File: src/fldps_map.svh
`ifndef FLDPS_MAP_SVH
`define FLDPS_MAP_SVH

// register word indices; byte address is four times the index
`define FLDPS_CTRL_IDX    10'h00b
`define FLDPS_STAT_IDX    10'h010
`define FLDPS_MASK_IDX    10'h011

// control word field positions
`define FLDPS_DSC_BIT     10
`define FLDPS_POL_BIT     6
`define FLDPS_SWAP_BIT    5
`define FLDPS_RXERR_BIT   3
`define FLDPS_MLT3_BIT    2
`define FLDPS_SNR_BIT     1
`define FLDPS_ENERGY_BIT  0

// reset values and writable bits (bit 9 is read-only zero)
`define FLDPS_CTRL_RST    16'h0000
`define FLDPS_CTRL_WMASK  16'hfdff
`define FLDPS_STAT_RST    16'h0000
`define FLDPS_MASK_RST    16'h0000

// counting monitors: events per window that drop the link
`define FLDPS_RXERR_LIMIT 32
`define FLDPS_MLT3_LIMIT  20
`define FLDPS_SNR_LIMIT   20

// window timing
`define FLDPS_WINDOW_NS   10000
`define FLDPS_CLK_NS      10
`define FLDPS_WINDOW_CYC  (`FLDPS_WINDOW_NS / `FLDPS_CLK_NS)

`endif

File: src/fldps_pkg.sv
package fldps_pkg;

  typedef logic [15:0] fldps_word_t;

  typedef enum logic [1:0] {
    FLDPS_ST_SETTLE = 2'b00,
    FLDPS_ST_LOAD   = 2'b01,
    FLDPS_ST_RUN    = 2'b10
  } fldps_strap_st_t;

endpackage

File: src/fldps_win_counter.sv
`timescale 1ns/100ps
`default_nettype none

module fldps_win_counter #(
  parameter int WIDTH  = 6,
  parameter int THRESH = 32
) (
  // clock and reset
  input  wire logic hclk,
  input  wire logic hresetn,
  // control
  input  wire logic enable,
  input  wire logic win_start,
  input  wire logic event_in,
  // result
  output logic      hit_r
);

  localparam logic [WIDTH-1:0] LIMIT = WIDTH'(THRESH);

  logic [WIDTH-1:0] count_r;
  logic [WIDTH-1:0] count_nxt;

  always_comb begin
    count_nxt = count_r;
    if (!enable) begin
      count_nxt = '0;
    end else if (win_start) begin
      // an event on the window edge belongs to the new window
      count_nxt = event_in ? WIDTH'(1) : '0;
    end else if (event_in && count_r != LIMIT) begin
      count_nxt = count_r + WIDTH'(1);
    end
  end

  always_ff @(posedge hclk or negedge hresetn) begin
    if (!hresetn) begin
      count_r <= '0;
    end else begin
      count_r <= count_nxt;
    end
  end

  // one pulse when the limit is first reached in a window
  always_ff @(posedge hclk or negedge hresetn) begin
    if (!hresetn) begin
      hit_r <= 1'b0;
    end else begin
      hit_r <= (count_nxt == LIMIT) && (count_r != LIMIT);
    end
  end

endmodule

`default_nettype wire

File: src/fldps_top.sv
// Operation
// descrambler lock loss drops link when enabled
// drop is OR of five enabled monitors
// 32 receive errors per 10us drop
// 20 line-code violations per 10us drop
// 20 low-SNR crossings per 10us drop
// energy loss drops link when enabled
// energy mode reset from strap, MII enhanced
// polarity bit inverts both cable pairs
// swap bit exchanges transmit and receive pairs
// software sets both bits for mirroring
// monitor counts clear every new window
`include "fldps_map.svh"
`timescale 1ns/100ps
`default_nettype none

module fldps_top
  import fldps_pkg::*;
(
  // ahb-lite clock and reset
  input  wire logic        hclk,
  input  wire logic        hresetn,
  // ahb-lite slave
  input  wire logic        hsel,
  input  wire logic [31:0] haddr,
  input  wire logic [1:0]  htrans,
  input  wire logic        hwrite,
  input  wire logic [2:0]  hsize,
  input  wire logic [31:0] hwdata,
  input  wire logic        hready,
  output logic      [31:0] hrdata,
  output logic             hreadyout,
  output logic             hresp,
  // monitors from receive logic, same clock
  input  wire logic        descr_locked,
  input  wire logic        mac_rx_error,
  input  wire logic        line_code_violation,
  input  wire logic        low_snr_crossing,
  input  wire logic        energy_present,
  // straps from pins
  input  wire logic        common_pin_mode,
  input  wire logic        rmii_select,
  input  wire logic        strap_energy_drop,
  // link control
  output logic             link_drop,
  output logic             tx_pair_invert,
  output logic             rx_pair_invert,
  output logic             pair_role_exchange,
  // interrupt
  output logic             irq
);

  localparam int WIN_CYC = `FLDPS_WINDOW_CYC;
  localparam logic [9:0] WIN_LAST = 10'(WIN_CYC - 1);

  // bus state
  logic        hreadyout_r;
  logic [31:0] hrdata_r;
  logic        wr_pend_r;
  logic [9:0]  wr_idx_r;
  logic        rd_req;
  logic        wr_req;
  logic [9:0]  req_idx;
  logic        wr_ctrl;
  logic        wr_mask;
  logic        rd_stat;

  // registers
  fldps_word_t ctrl_r;
  fldps_word_t stat_r;
  fldps_word_t stat_nxt;
  fldps_word_t mask_r;
  fldps_word_t ev_word;
  fldps_word_t rd_word;

  // strap capture
  logic [2:0]      strap_s1_r;
  logic [2:0]      strap_s2_r;
  logic [2:0]      strap_s3_r;
  fldps_strap_st_t strap_st_r;
  fldps_strap_st_t strap_st_nxt;
  logic [1:0]      strap_fill_r;

  // monitors
  logic        locked_q_r;
  logic        energy_q_r;
  logic        dsc_loss;
  logic        energy_loss;
  logic [9:0]  win_cnt_r;
  logic        win_start;
  logic [2:0]  cnt_en;
  logic [2:0]  cnt_ev;
  logic [2:0]  cnt_hit;
  logic [4:0]  drop_ev;

  // outputs
  logic        link_drop_r;
  logic        tx_inv_r;
  logic        rx_inv_r;
  logic        swap_r;
  logic        irq_r;

  // ---------------- bus decode ----------------

  assign req_idx = haddr[11:2];
  assign rd_req  = hsel && hready && htrans[1] && !hwrite;
  assign wr_req  = hsel && hready && htrans[1] && hwrite;
  assign rd_stat = rd_req && (req_idx == `FLDPS_STAT_IDX);
  assign wr_ctrl = wr_pend_r && (wr_idx_r == `FLDPS_CTRL_IDX);
  assign wr_mask = wr_pend_r && (wr_idx_r == `FLDPS_MASK_IDX);

  // ready is low in reset; after that the slave never stalls and always answers okay
  always_ff @(posedge hclk or negedge hresetn) begin
    if (!hresetn) begin
      hreadyout_r <= 1'b0;
    end else begin
      hreadyout_r <= 1'b1;
    end
  end

  // writes land in the data phase, one cycle after the address
  always_ff @(posedge hclk or negedge hresetn) begin
    if (!hresetn) begin
      wr_pend_r <= 1'b0;
      wr_idx_r  <= 10'h000;
    end else begin
      wr_pend_r <= wr_req;
      wr_idx_r  <= req_idx;
    end
  end

  // read data is formed at the address phase so it stands in the data
  // phase; a write still pending to the same word is forwarded
  always_comb begin
    rd_word = 16'h0000;
    unique case (req_idx)
      `FLDPS_CTRL_IDX: begin
        rd_word = wr_ctrl ? (hwdata[15:0] & `FLDPS_CTRL_WMASK) : ctrl_r;
      end
      `FLDPS_STAT_IDX: begin
        rd_word = stat_r | ev_word;
      end
      `FLDPS_MASK_IDX: begin
        rd_word = wr_mask ? hwdata[15:0] : mask_r;
      end
      default: begin
        rd_word = 16'h0000;
      end
    endcase
  end

  always_ff @(posedge hclk or negedge hresetn) begin
    if (!hresetn) begin
      hrdata_r <= 32'h0000_0000;
    end else if (rd_req) begin
      hrdata_r <= {16'h0000, rd_word};
    end
  end

  // ---------------- strap capture ----------------

  // pins pass three flip-flops; settled once stages two and three agree
  always_ff @(posedge hclk or negedge hresetn) begin
    if (!hresetn) begin
      strap_s1_r <= 3'h0;
      strap_s2_r <= 3'h0;
      strap_s3_r <= 3'h0;
      strap_fill_r <= 2'h0;
    end else begin
      strap_s1_r <= {common_pin_mode, rmii_select, strap_energy_drop};
      strap_s2_r <= strap_s1_r;
      strap_s3_r <= strap_s2_r;
      if (strap_fill_r != 2'h3) begin
        strap_fill_r <= strap_fill_r + 2'h1;
      end
    end
  end

  always_comb begin
    strap_st_nxt = strap_st_r;
    unique case (strap_st_r)
      FLDPS_ST_SETTLE: begin
        // reset zeros agree too, so wait until real pin values fill stage 3
        if (strap_fill_r == 2'h3 && strap_s2_r == strap_s3_r) begin
          strap_st_nxt = FLDPS_ST_LOAD;
        end
      end
      FLDPS_ST_LOAD: begin
        strap_st_nxt = FLDPS_ST_RUN;
      end
      FLDPS_ST_RUN: begin
        strap_st_nxt = FLDPS_ST_RUN;
      end
      default: begin
        strap_st_nxt = FLDPS_ST_SETTLE;
      end
    endcase
  end

  always_ff @(posedge hclk or negedge hresetn) begin
    if (!hresetn) begin
      strap_st_r <= FLDPS_ST_SETTLE;
    end else begin
      strap_st_r <= strap_st_nxt;
    end
  end

  // ---------------- control register ----------------

  always_ff @(posedge hclk or negedge hresetn) begin
    if (!hresetn) begin
      ctrl_r <= `FLDPS_CTRL_RST;
    end else if (wr_ctrl) begin
      ctrl_r <= hwdata[15:0] & `FLDPS_CTRL_WMASK;
    end else if (strap_st_r == FLDPS_ST_LOAD) begin
      // strap default bit
      // only enhanced pin mode with mii takes the strap; others keep 0
      ctrl_r[`FLDPS_ENERGY_BIT] <= !strap_s3_r[2] && !strap_s3_r[1]
                                   && strap_s3_r[0];
    end
  end

  always_ff @(posedge hclk or negedge hresetn) begin
    if (!hresetn) begin
      mask_r <= `FLDPS_MASK_RST;
    end else if (wr_mask) begin
      mask_r <= hwdata[15:0];
    end
  end

  // ---------------- monitors ----------------

  always_ff @(posedge hclk or negedge hresetn) begin
    if (!hresetn) begin
      locked_q_r <= 1'b0;
      energy_q_r <= 1'b0;
    end else begin
      locked_q_r <= descr_locked;
      energy_q_r <= energy_present;
    end
  end

  // lock loss edge
  assign dsc_loss    = ctrl_r[`FLDPS_DSC_BIT] && locked_q_r && !descr_locked;
  // energy loss edge
  assign energy_loss = ctrl_r[`FLDPS_ENERGY_BIT] && energy_q_r
                       && !energy_present;

  // free-running window shared by all counting monitors
  always_ff @(posedge hclk or negedge hresetn) begin
    if (!hresetn) begin
      win_cnt_r <= 10'h000;
    end else if (win_cnt_r == WIN_LAST) begin
      win_cnt_r <= 10'h000;
    end else begin
      win_cnt_r <= win_cnt_r + 10'h001;
    end
  end

  // window restart clears
  assign win_start = (win_cnt_r == WIN_LAST);

  assign cnt_en = {ctrl_r[`FLDPS_RXERR_BIT],
                   ctrl_r[`FLDPS_MLT3_BIT],
                   ctrl_r[`FLDPS_SNR_BIT]};
  assign cnt_ev = {mac_rx_error, line_code_violation, low_snr_crossing};

  // windowed counters
  // index 2 receive errors, 1 line-code violations, 0 low snr
  for (genvar g = 0; g < 3; g++) begin : g_mon
    localparam int LIM = (g == 2) ? `FLDPS_RXERR_LIMIT :
                         (g == 1) ? `FLDPS_MLT3_LIMIT : `FLDPS_SNR_LIMIT;
    fldps_win_counter #(
      .WIDTH  ($clog2(LIM + 1)),
      .THRESH (LIM)
    ) u_cnt (
      .hclk      (hclk),
      .hresetn   (hresetn),
      .enable    (cnt_en[g]),
      .win_start (win_start),
      .event_in  (cnt_ev[g]),
      .hit_r     (cnt_hit[g])
    );
  end

  // bit order: 4 descrambler, 3 rx error, 2 mlt3, 1 snr, 0 energy
  assign drop_ev = {dsc_loss, cnt_hit, energy_loss};

  // or of five monitors
  always_ff @(posedge hclk or negedge hresetn) begin
    if (!hresetn) begin
      link_drop_r <= 1'b0;
    end else begin
      link_drop_r <= |drop_ev;
    end
  end

  // ---------------- line pair control ----------------

  // polarity and pair roles
  // mirroring needs both bits from software; each bit acts on its own
  always_ff @(posedge hclk or negedge hresetn) begin
    if (!hresetn) begin
      tx_inv_r <= 1'b0;
      rx_inv_r <= 1'b0;
      swap_r   <= 1'b0;
    end else begin
      tx_inv_r <= ctrl_r[`FLDPS_POL_BIT];
      rx_inv_r <= ctrl_r[`FLDPS_POL_BIT];
      swap_r   <= ctrl_r[`FLDPS_SWAP_BIT];
    end
  end

  // ---------------- interrupt status ----------------

  assign ev_word = {5'h00, drop_ev[4], 6'h00, drop_ev[3:0]};

  // read clears, but an event in the same cycle survives the clear
  always_comb begin
    stat_nxt = rd_stat ? 16'h0000 : stat_r;
    stat_nxt = stat_nxt | ev_word;
  end

  always_ff @(posedge hclk or negedge hresetn) begin
    if (!hresetn) begin
      stat_r <= `FLDPS_STAT_RST;
    end else begin
      stat_r <= stat_nxt;
    end
  end

  always_ff @(posedge hclk or negedge hresetn) begin
    if (!hresetn) begin
      irq_r <= 1'b0;
    end else begin
      irq_r <= |(stat_nxt & mask_r);
    end
  end

  // ---------------- outputs ----------------

  assign hrdata             = hrdata_r;
  assign hreadyout          = hreadyout_r;
  assign hresp              = 1'b0;
  assign link_drop          = link_drop_r;
  assign tx_pair_invert     = tx_inv_r;
  assign rx_pair_invert     = rx_inv_r;
  assign pair_role_exchange = swap_r;
  assign irq                = irq_r;

endmodule

`default_nettype wire

File: config.mk
export PLATFORM = sky130hd
export DESIGN_NAME = fldps_top
export DESIGN_NICKNAME = d
export VERILOG_FILES = /design/src/fldps_pkg.sv /design/src/fldps_win_counter.sv /design/src/fldps_top.sv
export VERILOG_INCLUDE_DIRS = /design/src /design/src/src
export SDC_FILE = /design/constraint.sdc
export NUM_CORES = 1
export LEC_CHECK = 0
export ABC_AREA = 1
export BUFFER_PORTS_ARGS = -buffer_cell sky130_fd_sc_hd__buf_2
export CAP_MARGIN = 25
export CORE_MARGIN = 4
export CORE_UTILIZATION = 50
export DETAILED_ROUTE_END_ITERATION = 8
export PLACE_DENSITY = 0.83
export SETUP_SLACK_MARGIN = 0.15
export SLEW_MARGIN = 25
export SYNTH_ARGS = -nofsm -noshare
export SYNTH_HDL_FRONTEND = slang
export SYNTH_SLANG_ARGS = --single-unit
export TNS_END_PERCENT = 5
File: constraint.sdc
create_clock -name hclk -period 1.5 [get_ports hclk]
set_input_delay 0 -clock hclk [delete_from_list [all_inputs] [get_ports hclk]]
set_output_delay 0 -clock hclk [all_outputs]
set_load 0.01 [all_outputs]
==> results of run 1 <==
-- registers in the layout (all words and copies together) (netlist names), 3 cells and up --
signal / cells
g_mon.u_cnt.hit_r: 3
strap_s3_r: 3
wr_idx_r: 10
hrdata: 16
strap_s1_r: 3
win_cnt_r: 10
strap_s2_r: 3
ctrl_r: 15
mask_r: 16
g_mon.u_cnt.count_r: 16
stat_r: 16
-- final timing paths --
check                                   start        endpoint  slack, ns  cells past startpoint
worst max-delay path              wr_idx_r[3]       hrdata[1]      -0.15                      9
worst min-delay path                  hresetn  rx_pair_invert       0.04                      2
worst max register to register    wr_idx_r[3]       hrdata[1]      -0.15                      9
worst min register to register  strap_s1_r[1]   strap_s2_r[1]       0.35                      0
max in group asynchronous             hresetn   strap_s3_r[0]       0.88                      3
min in group hclk                    haddr[2]       hrdata[9]       0.13                      5
-- power groups by stage --
stage	combinational, mW	clock (mW)	sequential (mW)
4_1_cts	1.88	4.66	3.84
3_5_place_dp	1.66	0	3.88
5_1_grt	2.26	4.82	3.90
3_3_place_gp	1.58	0	3.87
6_report	1.99	4.61	3.86
2_1_floorplan	1.01	0	3.87
-- final cells by class --
type                            instances  area share
Clock buffer                           21     0.05590
Clock inverter                         11     0.02686
Inverter                              111     0.05202
Multi-Input combinational cell        444      0.3005
Sequential cell                       123      0.3820
Tap cell                              143     0.02221
Timing Repair Buffer                  164      0.1606
-- routing by layer --
layer | track usage | part of all wire
met5 | 0 | 0
met4 | 0.09862 | 0.032
met3 | 0.05026 | 0.078
met2 | 0.3722 | 0.48
met1 | 0.2989 | 0.41
-- synthesized netlist by cell type (2+ instances only) --
library cell,instances,area share
dfrtp_1,123,0.52
o21ai_0,19,0.016
a31oi_1,2,0.0021
nand2_2,2,0.0021
nand2_1,198,0.13
ha_1,11,0.023
buf_2,8,0.0068
xor2_1,6,0.0089
o21ai_1,2,0.0017
a21oi_1,4,0.0034
xnor2_1,6,0.0089
nor3_1,3,0.0025
o211ai_1,15,0.019
nor2_1,43,0.027
nand4_1,17,0.018
clkbuf_1,2,0.0013
conb_1,2,0.0013
o21a_1,26,0.033
nand3b_1,3,0.0038
nand3_1,53,0.045
inv_1,108,0.069
buf_4,20,0.025
inv_2,3,0.0019
nor2_2,4,0.0042
buf_6,4,0.0076
-- per-stage QoR --
stage	setup WS, ns	total power, mW
3_5_place_dp	-0.1077	5.540
5_1_grt	-0.2489	10.99
6_report	-0.1522	10.45
4_1_cts	-0.06331	10.38
2_1_floorplan	0.04424	4.886
3_3_place_gp	-0.07404	5.449
-- kinds of logic (layout without fill, tap and decap cells) --
family	after synthesis	after routing	share of synthesized area
multiplexers	1	1	0.001909
other	2	18	0.001273
AND/OR/NAND/NOR	332	332	0.2437
buffers and inverters	145	307	0.1118
flip-flops	123	123	0.5217
adder cells (fa/ha/maj)	11	11	0.02333
XOR/XNOR	12	12	0.01782
AO/OA/AOI/OAI	70	70	0.07847
-- critical path: cells and delay by family, from the launching register on --
kind	cells	cell delay [ns]
simple gates	7	0.80
compound gates	1	0.19
buf+inv	1	0.18
flops	1	0.39
-- what timing repair did --
action,4_1_cts,5_1_grt
buffers inserted,2,3
setup endpoints to repair,56,71
endpoints found under the hold margin,189,0
pin swaps,11,31
cloned,0,2
hold buffers,37,0
gates resized for setup,34,39
==> results.ini, run 1 <==
[critical_path]
max_stage_delay_ns=0.39
cp.required_ns=1.81
crit_chain=nor2_1, nand3_1, nor2_2, nand2_4, buf_6, o211ai_1, nand3_1, nand2_1, nand2_1
path_class=flop to flop
cp_data_arrival_time_ns=1.96
critPathLaunchType=flop
crit_fanout=13
slowest_stage=dfrtp_1
critPathCaptureType=flop

[clock_network]
root_buffer=clkbuf_16
clk_latency_ns=0.42
clkTransAtPathRegs_ns=0.05
cts_tree=done
cts_sinks=123
h-tree-depth=4
clockBufferDepth=2
cts_made_buffers=17

[layout]
num_antenna_cells=0
layout_common_cells=nand2_1 (183), dfrtp_1 (123), inv_1 (100)
final_nets=954
fin_cells=1017
final_layout_size_suffix_gt1_frac=0.2529
syn2layout_area_growth_pct=36.59
design_area_mm2=0.008058
final_util=0.7027
ff_latch_area_mm2=0.003078
multiInputGateArea_mm2=0.002421
fillers=793
layout_commonest_cell=nand2_1

[grt]
grt_overflow=0
grt_pass1_vias=5174
grt_use_total=0.2296
antenna_found_initial=0
grt_pass1_wl_um=24160
grt_max_degree=56

[placement]
hpwl_um=9056
place_congestion=0.8808
port_buffers=61
placed_cells=941
placed_cell_area_mm2=0.006716

[routing]
viasPerCell=5.219
ant_nets=0
via_count=5308
drt_first_pass_iters=5
wl_um=15870
wl_per_cell_um=15.61
drt-initial-drc-count=532
drcViolationCount=0

[synthesis]
ys_types=37
avgSynthCellArea_um2=8.476
synthArstFlopShare=1.000
synth_edf_count=0
ys_seq_elements=123
syn_area_mm2=0.005899
synth_warnings=0
synth_flop_cell=dfrtp_1
synthCells=696
seq_area_frac_synth=0.5217

[timing]
setup_ws_ns=-0.1522
fin_crit_sh=1.101
final_hold_viol_count=0
setup-violations-final=16
rsz0062_at_grt=yes
slew_viol_final=0
fmax_mhz=605.2
fin_tns_setup_ns=-1.584
skew_ns=0.009181
whs_ns=0.03509
min_period_ns=1.652

[floorplan]
die_area_mm2=0.01360
row_count=39
core_area_mm2=0.01147
start_util=0.5145
die_x_um=116.6
die_h_um=116.6
num_io_pins=121

[power_and_ir_drop]
pwr-share-comb=0.190
p_int_mw=7.679
p_seq_frac=0.369
switching_share=0.2653
ir_drop_uv=946.0
power_density_mw_per_mm2=1297
cellLeakagePower_nw=4.401
switchingPower_mw=2.772
pwr-share-clk=0.441

[hold_path]
hold_class=primary input to async pin

[outcome]
outcome=finished, violations left
violations=negative setup slack

[job]
maxCapViolCount=0

Note: power is estimated with default switching activity, not from simulation.
==> run 2: changes to the inputs <==
- BUFFER_PORTS_ARGS: -buffer_cell sky130_fd_sc_hd__buf_2 -> -buffer_cell sky130_fd_sc_hd__clkbuf_2
- RECOVER_POWER: not set -> 25
- TNS_END_PERCENT: 5 -> not set
==> run 2 against run 1 <==
Effect of this change: the run still ends with negative setup slack left; hold slack gained 0.092 ns; critical path depth up 1; sequential cell count did not move.
==> results.ini, run 2 (synthesis gave the netlist of run 1 again) <==
[layout]
layout_common_cells=nand2_1 (170), dfrtp_1 (122), inv_1 (90)  ; was nand2_1 (183), dfrtp_1 (123), inv_1 (100)
ff_latch_area_mm2=0.003079  ; was 0.003078 mm2
final_util=0.7408  ; was 0.7027
syn2layout_area_growth_pct=43.99  ; was 36.59%
multiInputGateArea_mm2=0.002710  ; was 0.002421 mm2
final_layout_size_suffix_gt1_frac=0.3143  ; was 0.2529
fillers=718  ; was 793
final_nets=975  ; was 954
num_antenna_cells=0  ; unchanged
layout_commonest_cell=nand2_1  ; unchanged

[routing]
drt_first_pass_iters=5  ; unchanged
via_count=5642  ; was 5308
viasPerCell=5.441  ; was 5.219
drcViolationCount=0  ; unchanged
drt-initial-drc-count=482  ; was 532
wl_per_cell_um=17.80  ; was 15.61 um
wl_um=18460  ; was 15870 um
ant_nets=0  ; unchanged

[grt]
grt_pass1_vias=5634  ; was 5174
grt_pass1_wl_um=26500  ; was 24160 um
grt_overflow=0  ; unchanged
antenna_found_initial=0  ; unchanged
grt_max_degree=38  ; was 56
grt_use_total=0.2525  ; was 0.2296

[critical_path]
cp_data_arrival_time_ns=1.96  ; about the same
critPathLaunchType=flop  ; unchanged
startpoint=g_mon[0].u_cnt.count_r[0]  ; was wr_idx_r[3]
rr_startpoint=g_mon[0].u_cnt.count_r[0]  ; was wr_idx_r[3]
crit_fanout=7  ; was 13
cp.required_ns=1.80  ; was 1.81 ns
critPathCaptureType=flop  ; unchanged
path_class=flop to flop  ; unchanged

[timing]
fin_crit_sh=1.109  ; was 1.101
final_hold_viol_count=0  ; unchanged
fmax_mhz=601.1  ; was 605.2 MHz
slew_viol_final=0  ; unchanged
setup_ws_ns=-0.1635  ; was -0.1522 ns
skew_ns=0.01000  ; was 0.009181 ns
rsz0062_at_grt=yes  ; unchanged
min_period_ns=1.664  ; was 1.652 ns
worstMarginPinSlew_ns=1.070
setup-violations-final=20  ; was 16
slew-limit-headroom=0.2870

[floorplan]
row_count=39  ; unchanged
num_io_pins=121  ; unchanged
die_area_mm2=0.01360  ; unchanged
core_area_mm2=0.01147  ; unchanged
die_h_um=116.6  ; unchanged
start_util=0.5145  ; unchanged
die_x_um=116.6  ; unchanged

[clock_network]
cts_sinks=123  ; unchanged
clk_latency_ns=0.42  ; about the same
clockBufferDepth=2  ; unchanged
clkTransAtPathRegs_ns=0.06  ; was 0.05 ns
cts_made_buffers=17  ; unchanged
h-tree-depth=4  ; unchanged
cts_tree=done  ; unchanged
root_buffer=clkbuf_16  ; unchanged

[placement]
hpwl_um=9517  ; was 9056 um
place_congestion=0.8531  ; was 0.8808
port_buffers=61  ; unchanged

[power_and_ir_drop]
power_density_mw_per_mm2=1338  ; was 1297 mW/mm2
cellLeakagePower_nw=4.482  ; was 4.401 nW
fin_total_pwr_mw=11.36  ; was 10.45 mW
ir_drop_uv=1054  ; was 946.0 uV

[hold_path]
hold_class=primary input to flop  ; was primary input to async pin
min_from=mac_rx_error

[outcome]
outcome=finished, violations left  ; unchanged
violations=negative setup slack  ; unchanged

[job]
maxCapViolCount=0  ; unchanged

[run 2: cell types whose count changed in the layout (fill, tap and decap cells not counted), moves of 5 or more]
| cell | delta |
|---|---|
| buf_4 | +5 |
| nand3_1 | -8 |
| inv_2 | +9 |
| nor2_4 | +7 |
| nand3_4 | +7 |
| buf_6 | +15 |
| nand2_1 | -13 |
| clkbuf_2 | +51 |
| clkbuf_1 | +11 |
| buf_2 | -60 |
| inv_1 | -10 |
| nand2_2 | +11 |
| nor2_1 | -9 |
[run 2: path summary, 6_finish.rpt]
check / endpoint / slack [ns] / depth (start not counted)
worst max-delay path: g_mon[0].u_cnt.count_r[4] / -0.16 / 10
worst min-delay path: g_mon[2].u_cnt.count_r[5] / 0.13 / 5
worst max register to register: g_mon[0].u_cnt.count_r[4] / -0.16 / 10
worst min register to register: strap_s2_r[2] / 0.35 / 0
max in group asynchronous: mask_r[13] / 0.19 / 3
min in group asynchronous: g_mon[0].u_cnt.count_r[1] / 0.31 / 2
[run 2: critical path, cell delays in order (launching register included)]
cell and delay (ns):
dfrtp_1 0.37, inv_2 0.07, ha_4 0.15, nand4_1 0.12, nand2_2 0.12, inv_4 0.14, nand4_1 0.14, nor2_1 0.14
nor2_1 0.07, nand2_1 0.12, inv_1 0.11
[run 2: stage by stage]
step / area (um2) / setup TNS (ns) / std cells / hold slack [ns] / setup slack [ns]
2_1_floorplan: 6000 / 0 / 712 / -0.2956 / 0.04424
3_3_place_gp: 6699 / -0.1796 / 934 / 0.01871 / -0.03182
3_5_place_dp: 6699 / -0.7737 / 934 / 0.02447 / -0.07990
4_1_cts: 8079 / -0.2913 / 1024 / 0.06476 / -0.07864
5_1_grt: 8494 / -4.985 / 1037 / 0.1235 / -0.2929
6_report: 8494 / -1.238 / 1037 / 0.1274 / -0.1635
[run 2: area by class of cell]
class | instances | area share
Sequential cell | 123 | 0.3625
Multi-Input combinational cell | 444 | 0.3190
Timing Repair Buffer | 185 | 0.1743
Clock buffer | 24 | 0.05671
Inverter | 111 | 0.05023
Tap cell | 143 | 0.02106
Clock inverter | 7 | 0.01620
[run 2: metal layers]
| metal | up-vias | part of all wire | track usage |
|---|---|---|---|
| met3 | 89 | 0.067 | 0.07202 |
| li1 | 2543 | - | - |
| met1 | 2726 | 0.36 | 0.2997 |
| met4 | 0 | 0.053 | 0.09404 |
| met2 | 284 | 0.52 | 0.4375 |
| met5 | - | 0 | 0 |
[run 2: power breakdown]
group	total, mW	switching, mW	internal, mW	leakage, nW
clock network	4.36	1.46	2.90	0.300
logic	3.05	1.65	1.40	2.62
registers	3.96	0.325	3.63	1.56
[run 2: what timing repair did]
item / CTS / global route
buffers inserted: 23 / 13
endpoints found under the setup margin: 54 / 72
hold buffers: 36 / 0
resized for setup: 71 / 96
endpoints found under the hold margin: 172 / 0
pin swaps: 31 / 45
==> run 3: changes to the inputs <==
- PLACE_DENSITY: 0.83 -> 0.87
- clock period: 1.5 -> 1.39 ns (I/O delays scaled with it)
==> run 3 against run 2 <==
Effect of this change: utilization increased by 0.92 points; hold slack got worse by 0.048 ns; critical path depth is 1 lower; maximum frequency fell by 0.21%; sequential share of layout area down 0.44 points; combinational power is 7.5% higher; largest cell class unchanged; register-to-register slack lost 0.11 ns; sequential power rose by 5.8%; worst setup slack got worse by 0.11 ns; the run still ends with negative setup slack left.
==> results.ini, run 3 (synthesis gave the netlist of run 1 again) <==
[outcome]
outcome=finished, violations left  ; unchanged
violations=negative setup slack  ; unchanged

[routing]
via_count=5731  ; was 5642
wl_per_cell_um=17.95  ; was 17.80 um
wl_um=18830  ; was 18460 um
drcViolationCount=0  ; unchanged
drt-initial-drc-count=646  ; was 482
ant_nets=0  ; unchanged
drt_first_pass_iters=6  ; was 5
viasPerCell=5.463  ; was 5.441

[placement]
place_congestion=0.8168  ; was 0.8531
port_buffers=61  ; unchanged
hpwl_um=9577  ; was 9517 um
dpl_worst_slack_ns=-0.1860  ; was -0.07990 ns

[critical_path]
crit_top_cell=nand2_1
critPathCaptureType=flop  ; unchanged
rr_startpoint=wr_idx_r[5]  ; was g_mon[0].u_cnt.count_r[0]
crit_fanout=29  ; was 7
slowest_stage=dfrtp_1  ; unchanged
critPathLaunchType=flop  ; unchanged
cp.required_ns=1.70  ; was 1.80 ns
crit_chain=buf_4, nor3_4, nand2_2, buf_12, o21a_1, nand2_1, nand3_2, nand2_1, nand2_1  ; was inv_2, ha_4, nand4_1, nand2_2, inv_4, nand4_1, nor2_1, nor2_1, nand2_1, inv_1
cp_data_arrival_time_ns=1.98  ; was 1.96 ns
startpoint=wr_idx_r[5]  ; was g_mon[0].u_cnt.count_r[0]
rr_worst_depth=9  ; was 10
max_stage_delay_ns=0.38  ; was 0.37 ns
path_class=flop to flop  ; unchanged

[timing]
rsz0062_at_grt=yes  ; unchanged
worstMarginPinSlew_ns=0.9356  ; was 1.070 ns
whs_ns=0.07954  ; was 0.1274 ns
fin_crit_sh=1.199  ; was 1.109
setup-violations-final=46  ; was 20
final_hold_viol_count=0  ; unchanged
setup_ws_ns=-0.2770  ; was -0.1635 ns
skew_ns=0.01239  ; was 0.01000 ns
slew_viol_final=0  ; unchanged
slew-limit-headroom=0.3762  ; was 0.2870
fmax_mhz=599.9  ; was 601.1 MHz
min_period_ns=1.667  ; was 1.664 ns

[floorplan]
start_util=0.5145  ; unchanged
die_h_um=116.6  ; unchanged
die_area_mm2=0.01360  ; unchanged
row_count=39  ; unchanged
core_area_mm2=0.01147  ; unchanged
die_x_um=116.6  ; unchanged
num_io_pins=121  ; unchanged

[hold_path]
min_from=hwrite  ; was mac_rx_error
hold_depth=5  ; unchanged
hold_class=primary input to flop  ; unchanged

[clock_network]
clk_latency_ns=0.43  ; was 0.42 ns
cts_sinks=123  ; unchanged
cts_made_buffers=17  ; unchanged
clockBufferDepth=2  ; unchanged
clkTransAtPathRegs_ns=0.06  ; about the same
h-tree-depth=4  ; unchanged
root_buffer=clkbuf_16  ; unchanged
cts_tree=done  ; unchanged

[power_and_ir_drop]
cellLeakagePower_nw=4.545  ; was 4.482 nW
power_density_mw_per_mm2=1370  ; was 1338 mW/mm2
ir_drop_uv=1141  ; was 1054 uV

[grt]
grt_overflow=0  ; unchanged
grt_use_total=0.2562  ; was 0.2525
grt_max_degree=47  ; was 38
grt_pass1_wl_um=26900  ; was 26500 um
antenna_found_initial=0  ; unchanged
grt_pass1_vias=5669  ; was 5634

[layout]
layout_commonest_cell=nand2_1  ; unchanged
num_antenna_cells=0  ; unchanged
syn2layout_area_growth_pct=45.77  ; was 43.99%
final_nets=986  ; was 975
layout_common_cells=nand2_1 (160), dfrtp_1 (122), inv_1 (84)  ; was nand2_1 (170), dfrtp_1 (122), inv_1 (90)
fillers=688  ; was 718
multiInputGateArea_mm2=0.002720  ; was 0.002710 mm2
final_layout_size_suffix_gt1_frac=0.3466  ; was 0.3143
ff_latch_area_mm2=0.003079  ; unchanged

[job]
maxCapViolCount=0  ; unchanged

-- run 3: cell count changes in the layout (fill, tap and decap cells not counted), sizes merged --
cell / before / now
clkinvlp: 1 / 5
inv: 111 / 115
clkbuf: 86 / 88
bufinv: 4 / 1
buf: 87 / 92
-- run 3: per-stage QoR --
step | util | area (um2) | instances | setup TNS [ns] | power [mW]
5_1_grt | 0.7499 | 8600 | 1049 | -11.56 | 12.26
3_3_place_gp | 0.5992 | 6872 | 949 | -1.181 | 6.078
2_1_floorplan | - | 6038 | 712 | -0.3245 | 5.310
6_report | 0.7499 | 8600 | 1049 | -5.195 | 11.78
4_1_cts | 0.7123 | 8168 | 1034 | -2.751 | 10.97
3_5_place_dp | 0.5992 | 6872 | 949 | -3.368 | 6.185
-- run 3: path summary, 6_finish.rpt --
kind / to / slack, ns
worst min register to register: strap_s2_r[1] / 0.35
worst min-delay path: hrdata[14] / 0.08
worst max register to register: hrdata[8] / -0.28
min in group asynchronous: win_cnt_r[6] / 0.25
max in group asynchronous: g_mon[2].u_cnt.count_r[2] / 0.09
worst max-delay path: hrdata[8] / -0.28
-- run 3: final cells by class --
| class | instances | share of cell area |
|---|---|---|
| clock buffers | 20 | 0.05311 |
| clock inverters | 12 | 0.01309 |
| inverters | 111 | 0.04961 |
| multi-input cells | 444 | 0.3163 |
| flip-flops and latches | 123 | 0.3581 |
| well taps | 143 | 0.02081 |
| repair buffers | 196 | 0.1890 |
-- run 3: report_power, final --
part,internal [mW],switching [mW],total (mW)
Combinational,1.56,1.72,3.28
Clock,2.56,1.75,4.32
Sequential,3.92,0.266,4.19
Total,8.05,3.74,11.8
-- run 3: what timing repair did --
action | CTS | global route
setup endpoints to repair | 75 | 75
resized for setup | 78 | 91
endpoints found under the hold margin | 175 | 0
cloned | 0 | 2
buffers inserted | 17 | 13
hold buffers | 36 | 0
pin swaps | 39 | 40
-- run 3: layer usage --
metal,up-vias,wire (um),GRT usage
met3,124,1491,0.06373
met4,0,1154,0.1147
met5,-,0,0
met2,367,9521,0.4428
met1,2681,6664,0.3023
li1,2559,-,-
-- run 3: critical path, delay by kind of cell, from the launching register on --
family	cells	cell delay (ns)
flops	1	0.38
compound gates	1	0.20
buf+inv	2	0.31
simple gates	6	0.65
